## src/design/tsc_pkg.sv

```systemverilog
package tsc_pkg;

    // ------------------------------------------------------------------
    // Register offsets (byte addresses, one word each)
    // ------------------------------------------------------------------
    localparam logic [7:0] TSC_OFS_STATUS = 8'h00; // Status flags
    localparam logic [7:0] TSC_OFS_CTRL = 8'h04;   // Mode and select
    localparam logic [7:0] TSC_OFS_COUNT = 8'h08;  // Counter value
    localparam logic [7:0] TSC_OFS_GRD = 8'h0C;    // Compare register D

    // ------------------------------------------------------------------
    // Status field positions
    // ------------------------------------------------------------------
    localparam int TSC_B_RSV6 = 6; // Reserved, reads one
    localparam int TSC_B_UNF = 5;  // Underflow flag
    localparam int TSC_B_OVF = 4;  // Overflow flag
    localparam int TSC_B_TGF = 3;  // Capture/compare D flag

    // ------------------------------------------------------------------
    // Control field positions
    // ------------------------------------------------------------------
    localparam int TSC_C_IO = 0;    // io select d, bits 3..0
    localparam int TSC_C_BFB = 4;   // Buffer mode d
    localparam int TSC_C_CEN = 5;   // Counter enable
    localparam int TSC_C_DOWN = 6;  // Count downward
    localparam int TSC_C_PHASE = 7; // Phase counting mode

    // ------------------------------------------------------------------
    // Reset values and counter limits
    // ------------------------------------------------------------------
    localparam logic [15:0] TSC_CNT_RST = 16'h0000;
    localparam logic [15:0] TSC_GRD_RST = 16'hFFFF;
    localparam logic [15:0] TSC_CNT_MAX = 16'hFFFF;
    localparam logic [15:0] TSC_CNT_MIN = 16'h0000;
    localparam logic [3:0] TSC_IO_RST = 4'h0;
    localparam logic [2:0] TSC_PSC_UNDIV = 3'h0; // Undivided clock

    // ------------------------------------------------------------------
    // Bus carriers
    // ------------------------------------------------------------------
    typedef struct packed {
        logic psel;
        logic penable;
        logic pwrite;
        logic [7:0] paddr;
        logic [31:0] pwdata;
    } tsc_apb_req_t;

    typedef struct packed {
        logic [31:0] prdata;
        logic pready;
        logic pslverr;
    } tsc_apb_rsp_t;

    // ------------------------------------------------------------------
    // Whole state of the channel except the pin synchroniser
    // ------------------------------------------------------------------
    typedef struct packed {
        tsc_apb_rsp_t rsp;
        logic [15:0] cnt;
        logic [15:0] grd;
        logic [3:0] io;
        logic bfb;
        logic cen;
        logic down;
        logic phase;
        logic unf;
        logic ovf;
        logic tgf;
        logic arm_unf;
        logic arm_ovf;
        logic arm_tgf;
        logic pin_out;
    } tsc_state_t;

endpackage

```

## src/design/tsc_channel.sv

```systemverilog
`timescale 1ns/10ps
module tsc_channel #(
    parameter bit CH_HAS_D = 1'b1 // 1: channel 0/3 kind
) (
    // Clock and reset
    input wire logic clk_sys,
    input wire logic rst_b,
    // Register bus
    input wire tsc_pkg::tsc_apb_req_t apb_req,
    output tsc_pkg::tsc_apb_rsp_t apb_rsp,
    // Channel 4 count source
    input wire logic ch4_count_pulse,
    input wire logic [2:0] prescaler_select,
    // Transfer controller
    input wire logic xfer_start,
    input wire logic disable_after_transfer,
    // Pins and request
    input wire logic ch3_capture_pin_d,
    output logic ch3_out_d,
    output logic capcmp_d_irq
);
    import tsc_pkg::*;

    // ------------------------------------------------------------------
    // State and derived terms
    // ------------------------------------------------------------------
    tsc_state_t st_r; // Registered state
    tsc_state_t st_nxt; // Next state
    logic pin_rise; // Filtered pin edges
    logic pin_fall;
    logic setup; // Setup phase seen
    logic acc; // Access completes this edge
    logic wr_stat; // Completing writes and reads
    logic rd_stat;
    logic wr_ctrl;
    logic wr_cnt;
    logic wr_grd;
    logic addr_hit; // Mapped address
    logic [7:0] stat_val; // Status as read
    logic [31:0] rd_mux; // Read data
    logic down; // Effective direction
    logic [15:0] cnt_step; // Counter after one tick
    logic ovf_ev; // Events this cycle
    logic unf_ev;
    logic cmp_ev;
    logic cap_ev;
    logic oc_mode; // D acts as output compare
    logic ic_mode; // D acts as input capture
    logic cap_pin; // Pin capture source fired
    logic cap_ch4; // Channel 4 capture source fired
    logic dtc_clr; // Transfer controller clear

    // ------------------------------------------------------------------
    // Pin synchroniser
    // ------------------------------------------------------------------
    tsc_pin_sync u_sync (
        .clk_sys(clk_sys),
        .rst_b(rst_b),
        .pin_in(ch3_capture_pin_d),
        .rise(pin_rise),
        .fall(pin_fall)
    );

    // ------------------------------------------------------------------
    // Bus decode
    // ------------------------------------------------------------------
    // Zero wait: answer prepared in setup, taken in access phase
    assign setup = apb_req.psel & ~apb_req.penable;
    assign acc = apb_req.psel & apb_req.penable & st_r.rsp.pready;
    assign wr_stat = acc & apb_req.pwrite &
                     (apb_req.paddr == TSC_OFS_STATUS);
    assign rd_stat = acc & ~apb_req.pwrite &
                     (apb_req.paddr == TSC_OFS_STATUS);
    assign wr_ctrl = acc & apb_req.pwrite &
                     (apb_req.paddr == TSC_OFS_CTRL);
    assign wr_cnt = acc & apb_req.pwrite &
                    (apb_req.paddr == TSC_OFS_COUNT);
    assign wr_grd = acc & apb_req.pwrite &
                    (apb_req.paddr == TSC_OFS_GRD);
    assign addr_hit = (apb_req.paddr == TSC_OFS_STATUS) ||
                      (apb_req.paddr == TSC_OFS_CTRL) ||
                      (apb_req.paddr == TSC_OFS_COUNT) ||
                      (apb_req.paddr == TSC_OFS_GRD);

    // Status image, reserved bits fixed
    always_comb begin
        stat_val = 8'h00;
        stat_val[TSC_B_RSV6] = 1'b1;
        stat_val[TSC_B_OVF] = st_r.ovf;
        // Bit 5 only lives where bit 3 does not
        stat_val[TSC_B_UNF] = CH_HAS_D ? 1'b0 : st_r.unf;
        stat_val[TSC_B_TGF] = CH_HAS_D ? st_r.tgf : 1'b0;
    end

    // Read multiplexer, unmapped reads zero
    always_comb begin
        rd_mux = 32'h0000_0000;
        case (apb_req.paddr)
            TSC_OFS_STATUS: rd_mux[7:0] = stat_val;
            TSC_OFS_CTRL: rd_mux[7:0] = {st_r.phase, st_r.down, st_r.cen,
                                         st_r.bfb, st_r.io};
            TSC_OFS_COUNT: rd_mux[15:0] = st_r.cnt;
            TSC_OFS_GRD: rd_mux[15:0] = st_r.grd;
            default: rd_mux = 32'h0000_0000;
        endcase
    end

    // ------------------------------------------------------------------
    // Counter events
    // ------------------------------------------------------------------
    // Down counting exists only in phase mode of non-D channels
    assign down = ~CH_HAS_D & st_r.phase & st_r.down;
    assign cnt_step = down ? st_r.cnt - 16'h0001 : st_r.cnt + 16'h0001;
    // A software load replaces the tick, so it cannot wrap
    assign ovf_ev = st_r.cen & ~wr_cnt & ~down &
                    (st_r.cnt == TSC_CNT_MAX);
    assign unf_ev = st_r.cen & ~wr_cnt & down &
                    (st_r.cnt == TSC_CNT_MIN);

    // ------------------------------------------------------------------
    // Capture and compare selection
    // ------------------------------------------------------------------
    // Buffer mode turns both functions off
    assign oc_mode = CH_HAS_D & ~st_r.io[3] & ~st_r.bfb;
    assign ic_mode = CH_HAS_D & st_r.io[3] & ~st_r.bfb;
    assign cmp_ev = oc_mode & st_r.cen & (cnt_step == st_r.grd);
    // Pin source: both edges win over the edge bit
    assign cap_pin = ~st_r.io[2] & (st_r.io[1] ? (pin_rise | pin_fall) :
                     (st_r.io[0] ? pin_fall : pin_rise));
    // Channel 4 source, invalid on undivided clock
    assign cap_ch4 = st_r.io[2] & ch4_count_pulse &
                     (prescaler_select != TSC_PSC_UNDIV);
    assign cap_ev = ic_mode & (cap_pin | cap_ch4);
    assign dtc_clr = xfer_start & ~disable_after_transfer;

    // ------------------------------------------------------------------
    // Next state
    // ------------------------------------------------------------------
    always_comb begin
        st_nxt = st_r;
        // Answer pulses for one access phase
        st_nxt.rsp.pready = 1'b0;
        st_nxt.rsp.pslverr = 1'b0;
        if (setup) begin
            st_nxt.rsp.pready = 1'b1;
            st_nxt.rsp.pslverr = ~addr_hit;
            st_nxt.rsp.prdata = rd_mux;
        end
        // Counter: software write beats a tick
        if (wr_cnt) begin
            st_nxt.cnt = apb_req.pwdata[15:0];
        end else if (st_r.cen) begin
            st_nxt.cnt = cnt_step;
        end
        // Control register
        if (wr_ctrl) begin
            st_nxt.io = apb_req.pwdata[TSC_C_IO +: 4];
            st_nxt.bfb = apb_req.pwdata[TSC_C_BFB];
            st_nxt.cen = apb_req.pwdata[TSC_C_CEN];
            st_nxt.down = apb_req.pwdata[TSC_C_DOWN];
            st_nxt.phase = apb_req.pwdata[TSC_C_PHASE];
        end
        // Register D: capture beats a software write
        if (cap_ev) begin
            st_nxt.grd = st_r.cnt;
        end else if (wr_grd) begin
            st_nxt.grd = apb_req.pwdata[15:0];
        end
        // Output pin: new select loads the initial level
        if (wr_ctrl) begin
            if (!apb_req.pwdata[TSC_C_IO + 3] &&
                apb_req.pwdata[TSC_C_IO +: 2] != 2'b00) begin
                st_nxt.pin_out = apb_req.pwdata[TSC_C_IO + 2];
            end
        end else if (cmp_ev) begin
            case (st_r.io[1:0])
                2'b01: st_nxt.pin_out = 1'b0;
                2'b10: st_nxt.pin_out = 1'b1;
                2'b11: st_nxt.pin_out = ~st_r.pin_out;
                default: st_nxt.pin_out = st_r.pin_out; // Disabled
            endcase
        end
        // Arming: a one seen by a read permits the next zero write
        // Arm from the image handed out, not from a flag set since setup
        if (rd_stat) begin
            st_nxt.arm_unf = st_r.arm_unf | st_r.rsp.prdata[TSC_B_UNF];
            st_nxt.arm_ovf = st_r.arm_ovf | st_r.rsp.prdata[TSC_B_OVF];
            st_nxt.arm_tgf = st_r.arm_tgf | st_r.rsp.prdata[TSC_B_TGF];
        end
        if (wr_stat) begin
            st_nxt.arm_unf = 1'b0;
            st_nxt.arm_ovf = 1'b0;
            st_nxt.arm_tgf = 1'b0;
        end
        // Flags: writing one does nothing, a fresh event beats a clear
        if (wr_stat && !apb_req.pwdata[TSC_B_UNF] && st_r.arm_unf) begin
            st_nxt.unf = 1'b0;
        end
        if (wr_stat && !apb_req.pwdata[TSC_B_OVF] && st_r.arm_ovf) begin
            st_nxt.ovf = 1'b0;
        end
        if ((wr_stat && !apb_req.pwdata[TSC_B_TGF] && st_r.arm_tgf) ||
            dtc_clr) begin
            st_nxt.tgf = 1'b0;
        end
        if (unf_ev) begin
            st_nxt.unf = 1'b1;
        end
        if (ovf_ev) begin
            st_nxt.ovf = 1'b1;
        end
        if (cmp_ev || cap_ev) begin
            st_nxt.tgf = 1'b1;
        end
    end

    // ------------------------------------------------------------------
    // State register
    // ------------------------------------------------------------------
    always_ff @(posedge clk_sys) begin
        if (!rst_b) begin
            st_r <= '0;
            st_r.cnt <= TSC_CNT_RST;
            st_r.grd <= TSC_GRD_RST;
            st_r.io <= TSC_IO_RST;
        end else begin
            st_r <= st_nxt;
        end
    end

    // Outputs straight from flip-flops
    assign apb_rsp = st_r.rsp;
    assign ch3_out_d = st_r.pin_out;
    assign capcmp_d_irq = st_r.tgf;
endmodule

```

## src/design/tsc_pin_sync.sv

```systemverilog
`timescale 1ns/10ps
module tsc_pin_sync (
    // Clock and reset
    input wire logic clk_sys,
    input wire logic rst_b,
    // Asynchronous pin
    input wire logic pin_in,
    // Filtered edges, one cycle each
    output logic rise,
    output logic fall
);

    // ------------------------------------------------------------------
    // Three stage chain, level accepted when stages two and three agree
    // ------------------------------------------------------------------
    logic s1_r; // Only stage two reads this
    logic s2_r;
    logic s3_r;
    logic lvl_r; // Accepted level

    // Chain and edge pulses
    always_ff @(posedge clk_sys) begin
        if (!rst_b) begin
            s1_r <= 1'b0;
            s2_r <= 1'b0;
            s3_r <= 1'b0;
            lvl_r <= 1'b0;
            rise <= 1'b0;
            fall <= 1'b0;
        end else begin
            s1_r <= pin_in;
            s2_r <= s1_r;
            s3_r <= s2_r;
            rise <= 1'b0;
            fall <= 1'b0;
            // A change counts only once it is stable over two stages
            if (s2_r == s3_r && s3_r != lvl_r) begin
                lvl_r <= s3_r;
                rise <= s3_r;
                fall <= ~s3_r;
            end
        end
    end

endmodule

```

## config.mk

```make
export PLATFORM = sky130hd
export DESIGN_NAME = tsc_channel
export DESIGN_NICKNAME = d
export VERILOG_FILES = /design/src/design/tsc_pkg.sv /design/src/design/tsc_channel.sv /design/src/design/tsc_pin_sync.sv
export SDC_FILE = /design/constraint.sdc
export NUM_CORES = 1
export LEC_CHECK = 0
export BUFFER_PORTS_ARGS = -buffer_cell sky130_fd_sc_hd__buf_4
export CAP_MARGIN = 10
export CORE_MARGIN = 3
export CORE_UTILIZATION = 35
export CTS_CLUSTER_SIZE = 10
export DETAILED_ROUTE_END_ITERATION = 16
export GPL_ROUTABILITY_DRIVEN = 0
export PLACE_DENSITY = 0.53
export SYNTH_ARGS = -nofsm -noshare
export SYNTH_HDL_FRONTEND = slang
export SYNTH_SLANG_ARGS = --single-unit
```

## constraint.sdc

```tcl
create_clock -name clk_sys -period 4 [get_ports clk_sys]
set_input_delay 1 -clock clk_sys [delete_from_list [all_inputs] [get_ports clk_sys]]
set_output_delay 1 -clock clk_sys [all_outputs]
set_load 0.05 [all_outputs]
```

-- Word level (Yosys, flattened, before mapping)
Cells that the tools add are included.
- register bits after elaboration: 69
- input port bits: 52
- output and inout port bits: 36
- logic and storage cells: 112
- add/sub/neg operators: 1
- equal/unequal tests: 11
- multiplexer cells: 17
- bitwise logic cells: 36
- reductions and logical operators: 26
- operator list (cell ; number):
    16-bit 2-to-1 mux ; 4
    8-bit case mux with 4 select lines ; 1
    1-bit bitwise AND ; 21
    16-bit by 1-bit adder with 16-bit output, second input constant ; 1
    16-bit == test ; 1
    16-bit == test, second input constant ; 1
    8-bit by 4-bit == test with 1-bit output, second input constant ; 2
    8-bit case mux with 2 select lines ; 1
    2-bit nonzero test ; 6
    1-bit inverter ; 11
    1-bit 2-to-1 mux ; 9
    8-bit by 3-bit == test with 1-bit output, second input constant ; 1
    8-bit zero test ; 1
    1-bit logical AND ; 6
    1-bit logical OR ; 5
    2-bit == test, second input constant ; 2
    1-bit bitwise OR ; 4
    2-bit AND reduction ; 2
    4-bit nonzero test ; 1
    1-bit case mux with 3 select lines ; 1
    3-bit AND reduction ; 1
    3-bit nonzero test ; 1
    2-bit by 1-bit == test with 1-bit output, second input constant ; 1
    1-bit zero test ; 2
    other kinds (5) ; 5

-- Longest topological paths before layout
- depth in word-level cells: 9
- mapped depth: 11

-- Hierarchy
Synthesis repeated with hierarchy kept, for this count alone.
- cells, all modules: 490
- area, all modules: 4075.2 µm²
- by module, submodules not included (module ; times used ; cells each ; area an instance (µm²) ; seq. area each (µm²)):
    tsc_channel ; 1 ; 475 ; 3900.0 ; 1261.2
    tsc_pin_sync ; 1 ; 15 ; 175.2 ; 120.1

-- Worst setup path before layout
Ideal clock, no wire load.
- path kind: in2reg
- start: input port apb_req[39] (netlist bit)
- end: register st_r[19] (netlist bit)
- arrival: 2.793 ns
- path slack: 1.078 ns
- stages on the path: 10
- path buffers: 3
- cell sequence: or4_1 nor3_4 and3_1 buf_2 and3_1 buf_2 buf_4 o211ai_1 o21ai_0 nand2_1
- longest elaborated chain between the ends: 3
- RTL lines (element ; line ; source):
    from (decl) ; tsc_channel.sv:9 ; input wire tsc_pkg::tsc_apb_req_t apb_req,
    8-bit by 4-bit == test with 1-bit output ; tsc_channel.sv:79 ; (apb_req.paddr == TSC_OFS_GRD);
    1-bit bitwise AND ; tsc_channel.sv:78 ; assign wr_grd = acc & apb_req.pwrite &
    2-bit nonzero test (no line) ; n/a ;
    to (signal assigned) ; tsc_channel.sv:227 ; st_r <= st_nxt;
    to (decl) ; tsc_channel.sv:27 ; tsc_state_t st_r;
No other way between the ends.
A chain may end at the register's enable or synchronous reset.

-- Worst setup path after layout
Ends and elaborated chain as after synthesis.

==> metrics.csv <==
stage;metric;value;unit
global_routing;initial antenna violation count;0;
clocking;setup bufs post-CTS;0;
critical_path;CP max FO;18;
hold_path;worst hold path endpoint;u_sync.s2_r;
sta;worst-margin pin slew;623.1;ps
logic_synthesis;Yosys reg bits;69;
logic_synthesis;mux share of post-synthesis cell area;4.893;%
power_and_ir_drop;total power;1630;uW
layout;Non-Filler Instances;678;
logic_synthesis;Post-Synth Adder-Cell Area;0.3058;%
critical_path;reg-to-reg endpoint;ch3_out_d;
critical_path;nature of the critical path startpoint;primary input;
critical_path;worst reg2reg path depth;8;
hold_path;Hold Startpoint;u_sync.s1_r;
sta;relative slew slack;58.46;%
clocking;root buffer cell;clkbuf_16;
logic_synthesis;Syn Inst Count;517;
route;Routed Antenna Nets;0;
run_status;status;complete, no violations;
sta;Final min period;2951;ps
clocking;TritonCTS Sinks;69;
run;Max Cap Violations;0;
floorplan;DIE HEIGHT;114.1;microns
clocking;CTS tree;built;
clocking;clk_lat worst skew;330;ps
sta;Final Skew;8.329;ps
route;Avg WL per Cell;15.92;microns
place;buffers added on ports;55;
critical_path;Reg2Reg Launch Point;st_r[31];
clocking;hold-fix buffers at CTS;0;
critical_path;CP max stage delay;560;ps
critical_path;Slowest cell on crit path;or4_1;
hold_path;Min-Delay Path Depth;1;
sta;fmax;0.3389;GHz
logic_synthesis;sequential area share after synthesis;33.76;%
place;post-DP HPWL;7606;microns
global_routing;vias in the first global route;3312;
sta;Setup-failing EPs final;0;
global_routing;aggregate global routing overflow;0;
logic_synthesis;ys async rst share;0;%
clocking;clk slew on worst S/H paths;60;ps
layout;footprint of the multi-input gates;2322;sq um
sta;crit share post-route;73.77;%
critical_path;CP required;4190;ps
layout;ANT cells;0;
critical_path;Cell Chain, Critical Path;buf_4 > or4_1 > nor3_4 > and3_1 > and3_1 > buf_4 > o211ai_1 > o21ai_0 > nand2_1;
layout;Nets;586;
logic_synthesis;largest family of logic cells by synthesized area;simple AND/OR/NAND/NOR gates;
floorplan;I/O Pins;88;
clocking;Clock Path Buffers;2;
sta;setup TNS;0;ps
logic_synthesis;XOR/XNOR Fraction of Synth Area;5.994;%
logic_synthesis;post-synth top area share;33.76;%
logic_synthesis;largest area contributor in the netlist;dfxtp_1;
route;DR pass1 iterations;4;
logic_synthesis;Synth cell types;55;
global_routing;Total GRT Usage;16.94;%
floorplan;Core Region;11130;sq um
layout;Reg area;1381;sq um
hold_path;Hold Path Class;reg -> reg;
sta;Final Hold Vio Count;0;
global_routing;largest net degree at the start of global routing;67;
sta;RSZ-0062 raised after global routing;no;
logic_synthesis;ys flop type;dfxtp_1;
floorplan;die area;13020;sq um
critical_path;critical path start-end classification;in -> reg;
clocking;total CTS buffers;9;
layout;synthesis-to-layout area growth;14.53;%
route;DR iter-0 viols;344;
route;vias per cell;5.271;
logic_synthesis;count leader, synth;nand2_1;
layout;Filler cells;1163;
layout;layout cells sized above 1;18.59;%
logic_synthesis;Compound-Gate Fraction of Synth Area;18.20;%
route;total number of vias;3574;
global_routing;first-pass GRT wire length;17510;microns
logic_synthesis;synth warn;0;
place;Placed Instances;662;
logic_synthesis;Synth Area per Inst;7.914;sq um
logic_synthesis;synthesized area;4091;sq um
critical_path;critical path arrival;3140;ps
logic_synthesis;number of enable flip-flop cells after synthesis;0;
clocking;H-tree level count;3;
floorplan;# rows;38;
route;DRC;0;
logic_synthesis;Synth top cells by count;103 x nand2_1, 69 x dfxtp_1, 35 x buf_4, 33 x o21ai_0, 31 x nand3_1;
clocking;number of cells upsized or downsized after cts;0;
power_and_ir_drop;Leakage Power;0.001974;uW
sta;Slew Limit Fails;0;
logic_synthesis;Area contributors post-synth;dfxtp_1 34%, nand2_1 9.4%, buf_4 6.4%;
floorplan;Initial Util;36.77;%
logic_synthesis;Synth Area in Simple Gates;25.90;%
power_and_ir_drop;P per Cell Area;347.8;nW/um^2
power_and_ir_drop;maximum ir drop on the vdd rail;0.0001790;V
floorplan;die width;114.1;microns
critical_path;flop-to-flop setup slack;1270;ps
critical_path;Crit. End Element;flop;
route;Routed WL;10790;microns
## stage by stage
stage	hold slack [ps]	worst slack (ps)	util (%)	instance area [sq um]
2_1_floorplan	411.9	1078	-	4148
3_3_place_gp	416.3	683.6	39.35	4378
3_5_place_dp	428.2	692.4	39.35	4378
4_1_cts	443.1	1014	42.12	4686
5_1_grt	461.8	843.0	42.12	4686
6_report	441.0	1049	42.12	4686
## report_power, final
| group | switching [uW] | total, uW | internal, uW |
|---|---|---|---|
| Clock | 318 | 822 | 504 |
| Sequential | 1.30 | 691 | 689 |
| Combinational | 77.4 | 117 | 39.7 |
## cell families (layout without fill, tap and decap cells)
group	count (synthesis)	in the layout
flops	69	69
compound gates	107	107
buf+inv	80	86
other cells	1	16
fa+ha+maj	1	1
simple gates	215	215
mux	16	16
xor+xnor	28	28
## worst max-delay path: cells and delay by family
family	cells	cell delay, ps
simple gates	5	1550
buf+inv	2	360
compound gates	2	220
## placed cells by master, fill, tap and decap left out, types with 11 or more instances in the layout
cell,count
dfxtp_1,69
nor2_1,12
nand3_1,31
conb_1,16
nor2b_1,12
a22oi_1,15
xnor2_1,17
nand2_1,103
xor2_1,11
and2_1,11
o21ai_0,33
a21boi_0,12
buf_4,63
mux2_2,12
o211a_1,16
## final cells by class
class,count,share of cell area (%)
clock inverter,6,1.469
tap,140,3.738
sequential,69,29.48
multi-input combinational,383,49.56
clock buffer,10,5.100
inverter,7,0.5607
timing repair buffer,63,10.09
## flip-flops by register name, indices dropped and copies added, names as in the netlist
register	cells
capcmp_d_irq	1
u_sync.s2_r	1
u_sync.lvl_r	1
st_r	43
u_sync.s3_r	1
u_sync.rise	1
u_sync.fall	1
ch3_out_d	1
u_sync.s1_r	1
apb_rsp	18
## worst max path at each step
stage,startpoint,to,slack (ps),cells after the start
finish,apb_req[39],st_r[19],1050,9
global route,apb_req[39],st_r[20],840,10
CTS,apb_req[39],ch3_out_d,1010,7
detailed placement,apb_req[39],ch3_out_d,690,7
global placement,apb_req[39],ch3_out_d,680,7
floorplan,apb_req[39],st_r[19],1080,10
## layer usage
| layer | vias to the layer above | track usage (%) | part of all wire, % | wire length (microns) |
|---|---|---|---|---|
| li1 | 1786 | - | - | - |
| met1 | 1653 | 24.35 | 49 | 5259 |
| met2 | 117 | 25.53 | 43 | 4656 |
| met3 | 18 | 2.431 | 6.1 | 659 |
| met4 | 0 | 6.730 | 2.0 | 218 |
| met5 | - | 0 | 0 | 0 |
(Power assumes the default switching activity.)
